### config.mk
export PLATFORM = sky130hd
export DESIGN_NAME = asp_top
export DESIGN_NICKNAME = d
export VERILOG_FILES = /design/src/asp_pkg.sv /design/src/asp_top.sv
export SDC_FILE = /design/constraint.sdc
export NUM_CORES = 1
export LEC_CHECK = 0
export BUFFER_PORTS_ARGS = -buffer_cell sky130_fd_sc_hd__buf_2
export CAP_MARGIN = 20
export CORE_MARGIN = 1
export CORE_UTILIZATION = 55
export DETAILED_ROUTE_END_ITERATION = 8
export PLACE_DENSITY = 0.77
export SYNTH_ARGS = -nofsm -noshare
export SYNTH_HDL_FRONTEND = slang
export SYNTH_SLANG_ARGS = --single-unit
### constraint.sdc
create_clock -name i_mclk -period 6.85 [get_ports i_mclk]
set_input_delay 0.685 -clock i_mclk [delete_from_list [all_inputs] [get_ports i_mclk]]
set_output_delay 0.685 -clock i_mclk [all_outputs]
set_load 0.01 [all_outputs]
### src/asp_pkg.sv
// Constants for the sample output pipeline
`default_nettype none
package asp_pkg;
	localparam int          DATA_W       = 10;
	localparam int          LAT_CYC      = 7;
	localparam int          INIT_CYC     = 20;
	localparam logic [4:0]  INIT_CNT_MAX = 5'h14;
	localparam int          MSB_POS      = 9;
	localparam int          SYNC_DEPTH   = 3;
	localparam int          BUF_DEPTH    = 2;
	localparam logic [9:0]  DATA_RST     = 10'h000;
endpackage
`default_nettype wire

### src/asp_top.sv
// Digital side of a 10-bit pipelined sampling converter
//
// Functional notes
// - A sample is taken on each falling edge of the sample clock.
// - The word for a sample appears on the data bus in the seventh sample clock cycle after it.
// - After power-up each following sample gives one new word per sample clock cycle while the output buffer has room.
// - With format select low the word is offset binary.
// - With format select high the word is two's complement.
// - The word is ten bits D9 down to D0; two's complement is offset binary with the MSB inverted.
`default_nettype none
module asp_top (
	input  wire logic        i_mclk,
	input  wire logic        i_rst,
	input  wire logic        i_smp_clk,
	input  wire logic [9:0]  i_ain_code,
	input  wire logic        i_output_format_select,
	input  wire logic        i_out_ready,
	output var  logic [9:0]  o_data,
	output var  logic        o_data_valid,
	output var  logic        o_init_done
);
	////////////////////////////////////////////////////////////////
	// All state of the block
	typedef struct packed {
		logic [asp_pkg::SYNC_DEPTH-1:0]                     clk_sync;
		logic                                               clk_level;
		logic [asp_pkg::SYNC_DEPTH-1:0]                     fmt_sync;
		logic                                               fmt_level;
		logic [asp_pkg::LAT_CYC-2:0][asp_pkg::DATA_W-1:0]   pipe;
		logic [4:0]                                         init_cnt;
		logic [asp_pkg::BUF_DEPTH-1:0][asp_pkg::DATA_W-1:0] buf_data;
		logic [1:0]                                         buf_cnt;
		logic [asp_pkg::DATA_W-1:0]                         data;
		logic                                               valid;
		logic                                               init_done;
	} asp_state_s;

	asp_state_s                                         state_ff;
	asp_state_s                                         nxt_state;

	logic [asp_pkg::SYNC_DEPTH-1:0]                     clk_shift;
	logic [asp_pkg::SYNC_DEPTH-1:0]                     fmt_shift;
	logic                                               clk_now;
	logic                                               clk_agree;
	logic                                               fmt_now;
	logic                                               fmt_agree;
	logic                                               smp_fall;
	logic                                               fmt_sel;

	logic [asp_pkg::LAT_CYC-2:0][asp_pkg::DATA_W-1:0]   pipe_shift;
	logic [asp_pkg::DATA_W-1:0]                         out_word;
	logic [asp_pkg::DATA_W-1:0]                         coded;

	logic                                               init_reached;
	logic [4:0]                                         init_cnt_inc;

	logic [1:0]                                         buf_full_cnt;
	logic                                               buf_not_full;
	logic                                               in_ready;
	logic                                               push;
	logic                                               pop;
	logic [1:0]                                         cnt_after_pop;
	logic [1:0]                                         cnt_after_push;
	logic                                               wr_idx;
	logic [asp_pkg::BUF_DEPTH-1:0][asp_pkg::DATA_W-1:0] buf_next;

	genvar g;

	////////////////////////////////////////////////////////////////
	// Three-stage synchronisers on the pins
	generate
		for (g = 0; g < asp_pkg::SYNC_DEPTH; g = g + 1) begin : g_sync
			if (g == 0) begin : g_first
				assign clk_shift[g] = i_smp_clk;
				assign fmt_shift[g] = i_output_format_select;
			end else begin : g_next
				assign clk_shift[g] = state_ff.clk_sync[g-1];
				assign fmt_shift[g] = state_ff.fmt_sync[g-1];
			end
		end
	endgenerate

	// A level counts only once stages two and three agree
	assign clk_now   = state_ff.clk_sync[asp_pkg::SYNC_DEPTH-1];
	assign clk_agree = (state_ff.clk_sync[asp_pkg::SYNC_DEPTH-2] == clk_now);
	assign fmt_now   = state_ff.fmt_sync[asp_pkg::SYNC_DEPTH-1];
	assign fmt_agree = (state_ff.fmt_sync[asp_pkg::SYNC_DEPTH-2] == fmt_now);

	// Settled high to settled low is one sample
	assign smp_fall  = clk_agree & ~clk_now & state_ff.clk_level;
	assign fmt_sel   = state_ff.fmt_level;

	////////////////////////////////////////////////////////////////
	// Latency line: capture stage plus the delay stages
	generate
		for (g = 0; g < asp_pkg::LAT_CYC - 1; g = g + 1) begin : g_pipe
			if (g == 0) begin : g_head
				assign pipe_shift[g] = i_ain_code;
			end else begin : g_tail
				assign pipe_shift[g] = state_ff.pipe[g-1];
			end
		end
	endgenerate

	assign out_word = state_ff.pipe[asp_pkg::LAT_CYC-2];

	// Format applied as the word leaves the line
	assign coded = {
		out_word[asp_pkg::MSB_POS] ^ fmt_sel,
		out_word[asp_pkg::MSB_POS-1:0]
	};

	////////////////////////////////////////////////////////////////
	// Power-up count of sample falls
	assign init_reached = (state_ff.init_cnt == asp_pkg::INIT_CNT_MAX);
	assign init_cnt_inc = state_ff.init_cnt + 5'h01;

	////////////////////////////////////////////////////////////////
	// Two-entry output buffer, head at index 0
	assign buf_full_cnt = 2'(asp_pkg::BUF_DEPTH);
	assign pop          = state_ff.valid & i_out_ready;
	assign buf_not_full = (state_ff.buf_cnt != buf_full_cnt);
	assign in_ready     = buf_not_full | pop;
	// Words before power-up is over are dropped
	assign push         = smp_fall & state_ff.init_done & in_ready;

	assign cnt_after_pop = pop ?
		(state_ff.buf_cnt - 2'h1) :
		state_ff.buf_cnt;

	assign cnt_after_push = push ?
		(cnt_after_pop + 2'h1) :
		cnt_after_pop;

	assign wr_idx = cnt_after_pop[0];

	generate
		for (g = 0; g < asp_pkg::BUF_DEPTH; g = g + 1) begin : g_buf
			logic [asp_pkg::DATA_W-1:0] kept;
			if (g < asp_pkg::BUF_DEPTH - 1) begin : g_shift
				assign kept = pop ? state_ff.buf_data[g+1] : state_ff.buf_data[g];
			end else begin : g_last
				assign kept = state_ff.buf_data[g];
			end
			assign buf_next[g] = (push && (wr_idx == 1'(g))) ? coded : kept;
		end
	endgenerate

	////////////////////////////////////////////////////////////////
	// Next state
	always_comb begin
		nxt_state = state_ff;

		nxt_state.clk_sync = clk_shift;
		nxt_state.fmt_sync = fmt_shift;

		if (clk_agree) begin
			nxt_state.clk_level = clk_now;
		end else begin
			nxt_state.clk_level = state_ff.clk_level;
		end

		if (fmt_agree) begin
			nxt_state.fmt_level = fmt_now;
		end else begin
			nxt_state.fmt_level = state_ff.fmt_level;
		end

		if (smp_fall) begin
			nxt_state.pipe = pipe_shift;
		end else begin
			nxt_state.pipe = state_ff.pipe;
		end

		if (smp_fall && !init_reached) begin
			nxt_state.init_cnt = init_cnt_inc;
		end else begin
			nxt_state.init_cnt = state_ff.init_cnt;
		end

		nxt_state.init_done = init_reached;
		nxt_state.buf_data  = buf_next;
		nxt_state.buf_cnt   = cnt_after_push;
		nxt_state.valid     = (cnt_after_push != 2'h0);
		nxt_state.data      = buf_next[0];
	end

	////////////////////////////////////////////////////////////////
	// State register
	always_ff @(posedge i_mclk or posedge i_rst) begin
		if (i_rst) begin
			state_ff <= '0;
		end else begin
			state_ff <= nxt_state;
		end
	end

	////////////////////////////////////////////////////////////////
	// Outputs straight from the state register
	assign o_data       = state_ff.data;
	assign o_data_valid = state_ff.valid;
	assign o_init_done  = state_ff.init_done;

endmodule
`default_nettype wire

==> metrics <==
Reg-to-Reg Start o_data_valid; Cells after DPL 367; Fin. Hold Viols 0; CTS max path bufs 2; diodes inserted 0; number of global-route vias before repair 1919; Routed WL per cell 13.6 µm; top cells by area, synth dfrtp_1, mux2_2, mux2i_1; setup bufs post-CTS 0; RSZ-0062 raised after global routing false; drt first pass iters 4; Crit Path Max Fanout 12; CTS tree yes; Initial Util 57.2%; IO buf count 26; Top-Level Pins 27; crit path launch type primary input; Die H 86.1 µm; CP required 7090 ps; pin count of the biggest net entering global routing 64; post-synth cell types 26; relative slew slack 49.7%; status complete, no violations; Layout Cells excl Fill 383; P per Cell Area 375 nW/µm²; HPWL after DPL 3.42 mm; clk sinks 97; GRT Util Overall 16.3%; Worst R2R Path Depth 5; Max IR drop VDD 209 µV; DRT Wirelength 5.19 mm; Final Cycle Share 31.7%; area leader, netlist dfrtp_1; worst min-delay path category flop to flop; r2r endpoint g_buf[1].kept[4]; Final ANT Viol Nets 0; via/cell ratio 5.14; Final Wtd Congestion 0.720; H-Tree Level Count 3; routed vias 1969; Post-CTS Resized 0; die area 7410 µm²; synthesized instance count 264; synthesis-to-finish area growth 9.56%; worst-margin pin slew 754 ps; WS Path Type primary input to flop; first-pass GRT wire length 9.21 mm; antenna violations before repair 0; fmax 0.461 GHz; Hold Path Stages 0; Net Count, Synth 285; Pleak 2.03 nW; row count 30; setup tns final 0 ps; Mapped Area 3890 µm²; number of synthesized register bits 97; R2R Setup Slk 4690 ps; DRC 0; Hold Path Sink clk_shift[2]; initial drt markers 100; die width 86.1 µm; post-synth top area share 62.4%; Overflow after GRT 0; PnR Total Power 1.60 mW; Nets 303; Mean Syn Cell Area 14.7 µm²; share of post-route cells with drive strength above 1 40.4%; # setup viols final 0; Clock Skews 3.89 ps; cts bufs inserted 9; clk_lat worst skew 350 ps; worst hold path startpoint clk_shift[1]; Clock transition at path regs 80 ps; max_cap viols 0; Final Util 62.7%; core box area 6790 µm²; synth warn 0; min cycle time layout 2170 ps; post-synthesis sequential area ratio 62.4%; Slew Viols, Final 0; Post-CTS Hold Buffers 0; Root Buffer clkbuf_8; Worst Path Arrival 2410 ps; crit path capture type flop
==> synth_stat cells <==
cell type   n
o32a_1      1
clkbuf_1    2
a32oi_1     1
nor3_1      1
xnor2_1     4
nand4_1     3
o21ai_0    11
nand3_1     4
nand4b_1    2
nand2_1    14
mux2i_1    10
and2_4      1
a21oi_1     1
and3_1      1
buf_6       4
maj3_1      1
buf_2       3
xor2_1      2
dfrtp_1    97
nand4bb_1   1
o41a_1      1
mux2_2     71
inv_1      10
buf_4      11
ha_1        6
and2_1      1
==> cells by family after synthesis <==
logic type,synth area share [%]
compound gates,2.32
xor+xnor,1.35
fa+ha+maj,2.19
buf+inv,4.83
flops,62.4
mux,23.1
simple gates,3.76
==> where the power goes <==
part / internal (mW) / leakage (nW) / switching [mW] / total, mW
clock network: 0.272 / 0.129 / 0.181 / 0.454
registers: 0.756 / 1.23 / 0.112 / 0.868
logic: 0.176 / 0.672 / 0.101 / 0.277
total: 1.20 / 2.03 / 0.395 / 1.60
==> cells in the final DEF, fill, tap and decap left out, types with 2 or more instances in the layout <==
master | synthesis | routed
nand2_1 | 14 | 14
ha_1 | 6 | 6
nand4b_1 | 2 | 2
mux2i_1 | 10 | 10
dfrtp_1 | 97 | 97
nand4_1 | 3 | 3
clkbuf_8 | 0 | 12
nand3_1 | 4 | 4
o21ai_0 | 11 | 11
inv_1 | 10 | 9
xor2_1 | 2 | 2
buf_2 | 3 | 26
bufinv_16 | 0 | 3
mux2_2 | 71 | 71
xnor2_1 | 4 | 4
==> per-stage QoR <==
stage	setup slack [ps]	hold slack, ps	area (µm²)
final	4680	353	4260
after global routing	4490	366	4260
after CTS	4670	355	4260
after detailed placement	4310	335	4000
after global placement	4380	334	4000
after floorplan	3630	331	3890
==> final cells by class <==
type | count | area [µm²]
clock buffers | 12 | 165
clock inverters | 4 | 97.6
fillers | 519 | 2530
inverters | 10 | 38.8
multi-input cells | 137 | 1270
flip-flops and latches | 97 | 2430
well taps | 96 | 120
repair buffers | 27 | 138
==> layer usage <==
metal	GRT usage, %	vias up	wire length, µm
met4	9.09	0	125
met1	23.1	974	2560
met2	23.8	40	2350
li1	-	944	-
met3	3.18	11	155
met5	0	-	0
==> worst max-delay path, cell delays in order <==
cell	delay, ps
buf_2	110
and2_1	540
xnor2_1	170
inv_1	90
ha_1	410
mux2_2	400
==> worst max-delay path by stage <==
stage               slack (ps)  depth (start not counted)                to          from
floorplan                 3630                          1           clk_now         i_rst
global placement          4380                          6  g_buf[1].kept[5]   i_out_ready
finish                    4680                          6  g_buf[1].kept[4]   i_out_ready
detailed placement        4310                          6  g_buf[1].kept[4]   i_out_ready
global route              4490                          5  g_buf[1].kept[4]  o_data_valid
CTS                       4670                          5  g_buf[1].kept[4]  o_data_valid
==> state kept, by name, summed over array words and instances (netlist names), 2 cells and up <==
signal	cells
pipe_shift	50
g_buf.kept	10
o_data	10
out_word	10
state_ff	8
clk_shift	2
fmt_shift	2
Note: power is estimated with default switching activity, not from simulation.
